===== src/common/ems_pkg.sv =====
// Shared constants and carriers of the interlock and I/O control block
package ems_pkg;
  localparam int ADDR_W = 8;
  localparam int DATA_W = 32;
  localparam int N_IN   = 4;
  localparam int N_OUT  = 4;
  localparam int N_EV   = 3;
  localparam int N_SYNC = N_IN + N_OUT + 1;

  // Register byte offsets
  localparam logic [ADDR_W-1:0] OFF_CTRL     = 8'h00;
  localparam logic [ADDR_W-1:0] OFF_OUT      = 8'h04;
  localparam logic [ADDR_W-1:0] OFF_IN       = 8'h08;
  localparam logic [ADDR_W-1:0] OFF_INTLK    = 8'h0C;
  localparam logic [ADDR_W-1:0] OFF_IRQ_STAT = 8'h10;
  localparam logic [ADDR_W-1:0] OFF_IRQ_EN   = 8'h14;
  localparam logic [ADDR_W-1:0] OFF_IRQ_CLR  = 8'h18;

  // Field positions
  localparam int CTRL_RELAY_BIT   = 0;
  localparam int INTLK_CLOSED_BIT = 0;
  localparam int OUT_PIN_LSB      = 8;
  localparam int EV_OPEN          = 0;
  localparam int EV_CLOSE         = 1;
  localparam int EV_IN_CHANGE     = 2;

  // Reset values
  localparam logic             CTRL_RST   = 1'h0;
  localparam logic [N_OUT-1:0] OUT_RST    = 4'h0;
  localparam logic [N_EV-1:0]  IRQ_EN_RST = 3'h0;

  // Timing: pin to state latency and reset warm-up in cycles
  localparam int          SYNC_LAT = 3;
  localparam logic [1:0]  WARM_MAX = 2'h3;

  typedef struct packed {
    logic              sel;
    logic              en;
    logic              wr;
    logic [ADDR_W-1:0] addr;
    logic [DATA_W-1:0] wdata;
  } apb_req_t;

  typedef struct packed {
    logic [N_OUT-1:0] out_pin;
    logic [N_IN-1:0]  gp_in;
    logic             loop;
  } pin_in_t;
endpackage


===== src/design/ems_io_ctrl.sv =====
// Interlock, indicator, RF switch, relay and digital I/O control with APB
//
// The APB register port and the register addresses are this design's own decisions.
`timescale 1ns/1ps
// Operation
// - General inputs never affect interlock outputs
// - Interlock closed when loop returns supply
// - First amp shutdown active while interlock open
// - Second amp shutdown active while interlock open
// - Four outputs, each set independently by host
// - Outputs open drain: float inactive, low active
// - Remote indicator follows front indicator exactly
// - Indicator off closed, lit while open
// - Relay rests 1+2/3+4, energized 1+3/2+4
// - Switch 1 when closed, else and reset 0
// - Switch follows interlock only, no host command
// - Host reads four input states any time
// - Host reads open or closed interlock state
module ems_io_ctrl (
  input  wire logic        CLK_SYS,
  input  wire logic        RST_N,
  input  wire logic        PSEL,
  input  wire logic        PENABLE,
  input  wire logic        PWRITE,
  input  wire logic [7:0]  PADDR,
  input  wire logic [31:0] PWDATA,
  output logic      [31:0] PRDATA,
  output logic             PREADY,
  output logic             PSLVERR,
  input  wire logic        INTLK_LOOP,
  input  wire logic [3:0]  GP_IN,
  input  wire logic [3:0]  GP_OUT_I,
  output logic      [3:0]  GP_OUT_O,
  output logic      [3:0]  GP_OUT_OE,
  output logic             AMP_SHUTDOWN_FIRST,
  output logic             AMP_SHUTDOWN_SECOND,
  output logic             INTERLOCK_INDICATOR,
  output logic             REMOTE_INDICATOR,
  output logic             SOLID_STATE_RF_SWITCH,
  output logic             POWER_TRANSFER_RELAY,
  output logic             IRQ
);
  typedef struct packed {
    logic                      relay;
    logic [ems_pkg::N_OUT-1:0] out_act;
    logic [ems_pkg::N_EV-1:0]  irq_en;
    logic                      closed;
    logic [ems_pkg::N_IN-1:0]  gp_in;
    logic [ems_pkg::N_OUT-1:0] out_pin;
    logic                      pready;
    logic [31:0]               prdata;
    logic                      pslverr;
    logic                      amp1;
    logic                      amp2;
    logic                      ind;
    logic                      rind;
    logic                      ssw;
    logic [ems_pkg::N_OUT-1:0] od_o;
  } st_t;

  st_t q;
  st_t d;

  ems_pkg::apb_req_t req;
  ems_pkg::pin_in_t  pins_raw;
  ems_pkg::pin_in_t  pins;
  logic [ems_pkg::N_SYNC-1:0] pins_sync;

  logic [ems_pkg::N_EV-1:0] ev;
  logic [ems_pkg::N_EV-1:0] clr;
  logic [ems_pkg::N_EV-1:0] stat;
  logic                     irq_w;
  logic                     acc;
  logic                     wr_go;
  logic                     mapped;
  logic [31:0]              rd;

  assign req      = '{sel: PSEL, en: PENABLE, wr: PWRITE, addr: PADDR, wdata: PWDATA};
  assign pins_raw = '{out_pin: GP_OUT_I, gp_in: GP_IN, loop: INTLK_LOOP};
  assign pins     = pins_sync;

  // Pin inputs pass two flops first
  sync_bank #(
    .W(ems_pkg::N_SYNC)
  ) u_sync (
    .clk  (CLK_SYS),
    .rst_n(RST_N),
    .din  (pins_raw),
    .dout (pins_sync)
  );

  event_irq #(
    .N(ems_pkg::N_EV)
  ) u_irq (
    .clk  (CLK_SYS),
    .rst_n(RST_N),
    .ev   (ev),
    .en   (q.irq_en),
    .clr  (clr),
    .stat (stat),
    .irq  (irq_w)
  );

  // Events from state changes
  always_comb begin
    ev                         = '0;
    ev[ems_pkg::EV_OPEN]       = q.closed & ~pins.loop;
    ev[ems_pkg::EV_CLOSE]      = ~q.closed & pins.loop;
    ev[ems_pkg::EV_IN_CHANGE]  = |(q.gp_in ^ pins.gp_in);
  end

  assign acc   = req.sel & req.en;
  assign wr_go = acc & q.pready & req.wr & mapped;

  // Address decode and read mux
  always_comb begin
    mapped = 1'b1;
    rd     = '0;
    unique case (req.addr)
      ems_pkg::OFF_CTRL: begin
        rd[ems_pkg::CTRL_RELAY_BIT] = q.relay;
      end
      ems_pkg::OFF_OUT: begin
        rd[ems_pkg::N_OUT-1:0] = q.out_act;
        rd[ems_pkg::OUT_PIN_LSB +: ems_pkg::N_OUT] = q.out_pin;
      end
      ems_pkg::OFF_IN: begin
        rd[ems_pkg::N_IN-1:0] = q.gp_in;
      end
      ems_pkg::OFF_INTLK: begin
        rd[ems_pkg::INTLK_CLOSED_BIT] = q.closed;
      end
      ems_pkg::OFF_IRQ_STAT: begin
        rd[ems_pkg::N_EV-1:0] = stat;
      end
      ems_pkg::OFF_IRQ_EN: begin
        rd[ems_pkg::N_EV-1:0] = q.irq_en;
      end
      ems_pkg::OFF_IRQ_CLR: begin
        rd = '0;
      end
      default: begin
        mapped = 1'b0;
      end
    endcase
  end

  always_comb begin
    clr = '0;
    if (wr_go && req.addr == ems_pkg::OFF_IRQ_CLR) begin
      clr = req.wdata[ems_pkg::N_EV-1:0];
    end
  end

  always_comb begin
    d = q;
    // One wait state, answer on second access cycle
    d.pready  = acc & ~q.pready;
    d.prdata  = '0;
    d.pslverr = 1'b0;
    if (acc && !q.pready) begin
      d.prdata  = req.wr ? 32'h0000_0000 : rd;
      d.pslverr = ~mapped;
    end
    if (wr_go) begin
      unique case (req.addr)
        ems_pkg::OFF_CTRL: begin
          d.relay = req.wdata[ems_pkg::CTRL_RELAY_BIT];
        end
        ems_pkg::OFF_OUT: begin
          d.out_act = req.wdata[ems_pkg::N_OUT-1:0];
        end
        ems_pkg::OFF_IRQ_EN: begin
          d.irq_en = req.wdata[ems_pkg::N_EV-1:0];
        end
        default: begin
          d.relay = q.relay;
        end
      endcase
    end
    d.closed  = pins.loop;
    d.gp_in   = pins.gp_in;
    d.out_pin = pins.out_pin;
    d.amp1    = ~pins.loop;
    d.amp2    = ~pins.loop;
    d.ind     = ~pins.loop;
    d.rind    = ~pins.loop;
    d.ssw     = pins.loop;
    d.od_o    = '0;
    if (!RST_N) begin
      d         = '0;
      d.relay   = ems_pkg::CTRL_RST;
      d.out_act = ems_pkg::OUT_RST;
      d.irq_en  = ems_pkg::IRQ_EN_RST;
      {d.amp1, d.amp2, d.ind, d.rind} = 4'hF;
      d.ssw     = 1'b0;
    end
  end

  always_ff @(posedge CLK_SYS) begin
    q <= d;
  end

  assign PRDATA                = q.prdata;
  assign PREADY                = q.pready;
  assign PSLVERR               = q.pslverr;
  assign GP_OUT_O              = q.od_o;
  assign GP_OUT_OE             = q.out_act;
  assign AMP_SHUTDOWN_FIRST    = q.amp1;
  assign AMP_SHUTDOWN_SECOND   = q.amp2;
  assign INTERLOCK_INDICATOR   = q.ind;
  assign REMOTE_INDICATOR      = q.rind;
  assign SOLID_STATE_RF_SWITCH = q.ssw;
  assign POWER_TRANSFER_RELAY  = q.relay;
  assign IRQ                   = irq_w;

  // Checks
  logic [1:0] warm_q;

  always_ff @(posedge CLK_SYS) begin
    if (!RST_N) begin
      warm_q <= 2'h0;
    end else if (warm_q != ems_pkg::WARM_MAX) begin
      warm_q <= warm_q + 2'h1;
    end
  end
endmodule


===== src/design/sync_bank.sv =====
// Two-stage synchroniser bank for asynchronous pin inputs
`timescale 1ns/1ps
module sync_bank #(
  parameter int W = 9
) (
  input  wire logic         clk,
  input  wire logic         rst_n,
  input  wire logic [W-1:0] din,
  output logic      [W-1:0] dout
);
  typedef struct packed {
    logic [W-1:0] s1;
    logic [W-1:0] s2;
  } st_t;

  st_t q;
  st_t d;

  always_comb begin
    d    = q;
    d.s1 = din;
    d.s2 = q.s1;
    if (!rst_n) begin
      d = '0;
    end
  end

  always_ff @(posedge clk) begin
    q <= d;
  end

  assign dout = q.s2;
endmodule


===== src/design/event_irq.sv =====
// Sticky event status with enable mask and one level interrupt
`timescale 1ns/1ps
module event_irq #(
  parameter int N = 3
) (
  input  wire logic         clk,
  input  wire logic         rst_n,
  input  wire logic [N-1:0] ev,
  input  wire logic [N-1:0] en,
  input  wire logic [N-1:0] clr,
  output logic      [N-1:0] stat,
  output logic              irq
);
  typedef struct packed {
    logic [N-1:0] stat;
    logic         irq;
  } st_t;

  st_t q;
  st_t d;

  always_comb begin
    d      = q;
    // Set wins over a clear in the same cycle
    d.stat = (q.stat & ~clr) | ev;
    d.irq  = |(d.stat & en);
    if (!rst_n) begin
      d = '0;
    end
  end

  always_ff @(posedge clk) begin
    q <= d;
  end

  assign stat = q.stat;
  assign irq  = q.irq;
endmodule


===== config.mk =====
export PLATFORM = sky130hd
export DESIGN_NAME = ems_io_ctrl
export DESIGN_NICKNAME = d
export VERILOG_FILES = /design/src/common/ems_pkg.sv /design/src/design/ems_io_ctrl.sv /design/src/design/sync_bank.sv /design/src/design/event_irq.sv
export SDC_FILE = /design/constraint.sdc
export NUM_CORES = 1
export LEC_CHECK = 0
export BUFFER_PORTS_ARGS = -buffer_cell sky130_fd_sc_hd__buf_2
export CORE_MARGIN = 1.5
export CORE_UTILIZATION = 46
export DETAILED_ROUTE_END_ITERATION = 8
export PLACE_DENSITY = 0.83
export RECOVER_POWER = 50
export SLEW_MARGIN = 20
export SYNTH_ARGS = -nofsm -noshare
export SYNTH_HDL_FRONTEND = slang
export SYNTH_SLANG_ARGS = --single-unit

===== constraint.sdc =====
create_clock -name CLK_SYS -period 2.1 [get_ports CLK_SYS]
set_clock_uncertainty 0.1 [all_clocks]
set_input_delay 0.105 -clock CLK_SYS [delete_from_list [all_inputs] [get_ports CLK_SYS]]
set_output_delay 0.105 -clock CLK_SYS [all_outputs]
set_load 0.02 [all_outputs]

==> results of run 1 <==
-- final timing paths --
check | from | to | slack, ns | depth (start not counted)
min | PWDATA[2] | GP_OUT_OE[2]$_SDFFE_PN0P_ | 0.01 | 3
max reg2reg | PREADY$_SDFF_PN0_ | u_irq.irq$_SDFF_PN0_ | 0.27 | 4
min reg2reg | u_sync.dout[6]$_SDFF_PN0_ | q[44]$_SDFF_PN0_ | 0.33 | 1
max | PREADY$_SDFF_PN0_ | u_irq.irq$_SDFF_PN0_ | 0.27 | 4
-- sequential cells by signal, indices dropped and copies added (netlist names), 3 cells and up --
signal,count
u_sync.q,9
PRDATA,8
u_irq.stat,3
u_sync.dout,9
GP_OUT_OE,4
q,11
-- repair_timing --
| item | CTS | global route |
|---|---|---|
| hold buffers | 10 | 1 |
| gates resized for setup | 0 | 0 |
| hold endpoints to repair | 10 | 1 |
-- cells in the mapped netlist (all sizes together) (3+ instances only) --
cell	n	share of area
dfxtp	50	0.46
buf	44	0.15
and2	28	0.080
nor2b	13	0.037
mux2i	8	0.037
clkbuf	7	0.012
a21oi	5	0.011
and3	5	0.014
mux2	4	0.021
nor4	4	0.028
xnor2	4	0.016
a32oi	3	0.012
inv	3	0.0052
nand2	3	0.0052
nor2	3	0.0052
o21ai	3	0.0069
or4	3	0.014
-- cell families after synthesis --
kind of cell | after synthesis
AO/OA/AOI/OAI | 19
XOR/XNOR | 4
buffers and inverters | 54
flip-flops | 50
multiplexers | 12
other | 1
AND/OR/NAND/NOR | 73
-- power groups by stage --
stage	combinational, mW	clock, mW	sequential (mW)
detailed placement	0.153	0	1.01
floorplan	0.147	0	1.01
CTS	0.167	0.602	0.984
finish	0.167	0.589	0.985
global route	0.182	0.653	0.988
global placement	0.150	0	1.01
-- worst min-delay path, delay by kind of cell --
family | cells | cell delay [ns]
buffers and inverters | 1 | 0.11
and+or+nand+nor | 1 | 0.09
muxes | 1 | 0.07
-- area by class of cell --
class                      instances  area [um2]
multi-input combinational        136         908
clock buffer                       6        82.6
clock inverter                     2        16.3
inverter                           3        11.3
timing repair buffer              59         343
fill                             426        2020
sequential                        50        1000
tap                               52        65.1
-- metal layers --
metal,up-vias,share of wire,global-route usage
li1,724,-,-
met1,681,0.42,0.144
met2,53,0.50,0.250
met3,7,0.062,0.0549
met4,0,0.019,0.0650
met5,-,0,0
-- through the flow --
step                       util  total power [mW]
final                     0.546              1.74
after CTS                 0.547              1.75
after global routing      0.546              1.82
after floorplan               -              1.15
after global placement    0.502              1.16
after detailed placement  0.502              1.16
==> out/results.tsv, run 1 <==
metric	value	unit
ys_seq_area_frac	0.459	
hold_class	in2reg	
path_clk_slew	0.09	ns
synth_edf_count	0	
cts_tree	done	
crit_slowest_cell	or4_4	
synth.area.mux_share	0.0574	
cp_max_fo	5	
finalHoldViolCount	0	
diodes	0	
post-route-period-util	0.872	
vias_per_cell	4.76	
die_w	71.8	um
layout_setup_ws	0.269	ns
num_rows	24	
grt_overflow	0	
synth_seq_cells	50	
io_buffers	46	
synth_cells	213	
grt_usage	0.140	
worstPathCellList	nand4_1 > or4_4 > nor3b_2 > o211ai_1	
ant_nets	0	
slew_headroom	0.434	
wl	3540	um
gp_congestion	0.817	
arrival	1.91	ns
hpwl	2550	um
tns	0	ns
fp.dieH	71.8	um
drt_iter0_drc	87	
ys.flop_type	dfxtp_1	
yosysWarnings	0	
finalSetupViolCount	0	
slew_viol_final	0	
io_pins	103	
worstPathRequired	2.18	ns
worstSkewPairLatency	0.31	ns
max_clock_freq	546	MHz
synthAdderAreaFrac	0	
cts.sinks	50	
irDropWorstVdd	0.392	mV
numCtsBuffers	5	
instances_no_fill	308	
synth-compound-area-share	0.0620	
powerDensity	717	nW/um2
crit_family	simple AND/OR/NAND/NOR gates	
grt_max_degree	24	
initial_utilization	0.490	
crit_path_end_kind	register	
combPwrFrac	0.096	
layout-drive-gt1-share	0.234	
fin_area	2430	um2
synth_area	2180	um2
dp.cells	289	
synthXorXnorAreaFrac	0.0161	
drt-wirelength-per-cell	11.5	um
start_kind	register	
power_switching	0.433	mW
p_clk_frac	0.339	
clock-root-buffer	clkbuf_8	
dieArea	5160	um2
core	4440	um2
fin_nets	309	
synth.distinct_cells	38	
crit_buf_inv	0	
antenna_found_initial	0	
leakagePower	1.01	nW
seqPwrFrac	0.566	
avgSynthCellArea	10.2	um2
vias	1465	
post_cts_buffers	0	
place_ws	0.153	ns
final_common_cell	dfxtp_1	
status	finished clean	
synth_simple_gate_area_frac	0.233	
synth_top_family_by_area	simple AND/OR/NAND/NOR gates	
rsz0062_at_grt	no	
grt_pass1_wl	5490	um
path_class	reg2reg	
swShare	0.249	
ys_async_sr_fraction	0	
clockBufferDepth	2	
firstDrtPassIters	6	
p_int	1.31	mW
grt_pass1_vias	1336	
area_growth	11.4	%
worst_pin_slew	0.850	ns
drv_cap	0	
place_area	2230	um2
drcViolationCount	0	
layout_common_cells	dfxtp_1 (50), buf_2 (39), conb_1 (28), and2_1 (16), nor2b_1 (13)	
htreeDepth	2	
critPathMaxStageDelay	0.62	ns
fin_crit	1.83	ns
hold_ws	0.00966	ns
(Power assumes the default switching activity.)
==> inputs of run 2 (changes only) <==
--- a/config.mk
+++ b/config.mk
@@ -10,7 +10,6 @@
 export CORE_UTILIZATION = 46
 export DETAILED_ROUTE_END_ITERATION = 8
 export PLACE_DENSITY = 0.83
-export RECOVER_POWER = 50
 export SLEW_MARGIN = 20
 export SYNTH_ARGS = -nofsm -noshare
 export SYNTH_HDL_FRONTEND = slang
==> out/results.tsv, run 2 (synthesis results as in run 1) <==
metric	value	unit
status	finished clean	
rsz0062_at_grt	no	
r2r-end	u_irq.irq$_SDFF_PN0_	
holdPathStages	3	
hpwl	2550	um
clock-root-buffer	clkbuf_8	
grt_pass1_vias	1336	
swShare	0.248	
diodes	0	
worstPathCellList	nand4_1 > or4_4 > nor3b_2 > o211ai_1	
instances_no_fill	308	
post_cts_buffers	0	
die_w	71.8	um
final_common_cell	dfxtp_1	
fin_nets	309	
initial_utilization	0.490	
cts.sinks	50	
post-route-period-util	0.871	
hold_start	PWDATA[2]	
seqPwrFrac	0.565	
grt_max_degree	24	
finalSetupViolCount	0	
cp_max_fo	5	
irDropWorstVdd	0.392	mV
fin_crit	1.83	ns
wl	3530	um
core	4440	um2
ant_nets	0	
r2r_setup_slack	0.27	ns
wl_met3	218	um
combPwrFrac	0.097	
drcViolationCount	0	
r2r_start	PREADY$_SDFF_PN0_	
fp.dieH	71.8	um
worstPathRequired	2.18	ns
leakagePower	1.05	nW
firstDrtPassIters	6	
hold-path-endpoint	GP_OUT_OE[2]$_SDFFE_PN0P_	
reg2reg_depth	4	
io_buffers	46	
power_switching	0.433	mW
drt-wirelength-per-cell	11.5	um
arrival	1.91	ns
vias	1467	
numCtsBuffers	5	
drv_cap	0	
crit_slowest_cell	or4_4	
gp_congestion	0.817	
path_clk_slew	0.09	ns
worstSkewPairLatency	0.31	ns
largest-register	q	
slew_viol_final	0	
start_kind	register	
layout_common_cells	dfxtp_1 (50), buf_2 (46), and2_1 (28), conb_1 (28), nor2b_1 (13)	
finalHoldViolCount	0	
area_growth	11.9	%
num_rows	24	
dr.max_layer_used	met4	
nFillCells	420	
grt_usage	0.140	
crit_path_end_kind	register	
tns	0	ns
grt_pass1_wl	5490	um
dp.cells	289	
io_pins	103	
path_class	reg2reg	
route.met2.wl	1780	um
layout-drive-gt1-share	0.266	
grt_overflow	0	
dieArea	5160	um2
p_clk_frac	0.338	
vias_per_cell	4.76	
cts_tree	done	
powerDensity	714	nW/um2
max_clock_freq	547	MHz
wl_met1	1460	um
p_int	1.31	mW
drt_iter0_drc	87	
htreeDepth	2	
largest_reg_flops	11	
hold_class	in2reg	
clockBufferDepth	2	
antenna_found_initial	0	
critPathMaxStageDelay	0.62	ns
cp-startpoint	PREADY$_SDFF_PN0_	
-- run 2: cell count changes in the layout (fill, tap and decap cells not counted) --
cell and delta:
and2_0 -12, and2_1 +12, clkbuf_1 -8, buf_2 +7
buf_4 +1
-- run 2: area by class of cell --
cell class / count / area, um2 / area share
timing repair buffer: 59 / 355 / 0.146
inverter: 3 / 11.3 / 0.00462
multi-input combinational: 136 / 908 / 0.372
clock inverter: 2 / 16.3 / 0.00667
tap: 52 / 65.1 / 0.0267
clock buffer: 6 / 82.6 / 0.0338
sequential: 50 / 1000 / 0.410
-- run 2: worst max path at each step --
| stage | to | slack, ns |
|---|---|---|
| CTS | u_irq.irq$_SDFF_PN0_ | 0.26 |
| finish | u_irq.irq$_SDFF_PN0_ | 0.27 |
| detailed placement | u_irq.irq$_SDFF_PN0_ | 0.15 |
| global route | u_irq.irq$_SDFF_PN0_ | 0.18 |
| floorplan | u_irq.irq$_SDFF_PN0_ | 0.29 |
| global placement | u_irq.irq$_SDFF_PN0_ | 0.16 |
-- run 2: repair_timing --
item | CTS | global route
hold endpoints to repair | 10 | 1
endpoints found under the setup margin | 0 | 0
resized for setup | 0 | 0
hold buffers | 10 | 1
-- run 2: metal layers --
metal  up-vias  global-route usage
li1        726                   -
met1       681               0.144
met2        53               0.250
met3         7              0.0549
met4         0              0.0650
met5         -                   0
-- run 2: power by group through the flow --
| stage | clock, mW | combinational [mW] | sequential, mW |
|---|---|---|---|
| global placement | 0 | 0.150 | 1.01 |
| CTS | 0.602 | 0.167 | 0.984 |
| finish | 0.589 | 0.169 | 0.984 |
| floorplan | 0 | 0.147 | 1.01 |
| global route | 0.653 | 0.184 | 0.987 |
| detailed placement | 0 | 0.153 | 1.01 |
-- run 2: critical path, delay by kind of cell, from the launching register on --
family | cells | cell delay [ns]
AOI/OAI and AO/OA | 1 | 0.11
DFF | 1 | 0.36
and+or+nand+nor | 3 | 1.13
-- run 2: stage by stage --
stage	worst slack (ns)	util	power, mW	hold slack, ns	instance area (um2)
finish	0.271	0.549	1.74	0.00908	2440
global route	0.177	0.549	1.82	0.0138	2440
CTS	0.262	0.547	1.75	0.00235	2430
detailed placement	0.153	0.502	1.16	0.214	2230
global placement	0.161	0.502	1.16	0.215	2230
floorplan	0.293	-	1.15	0.125	2280
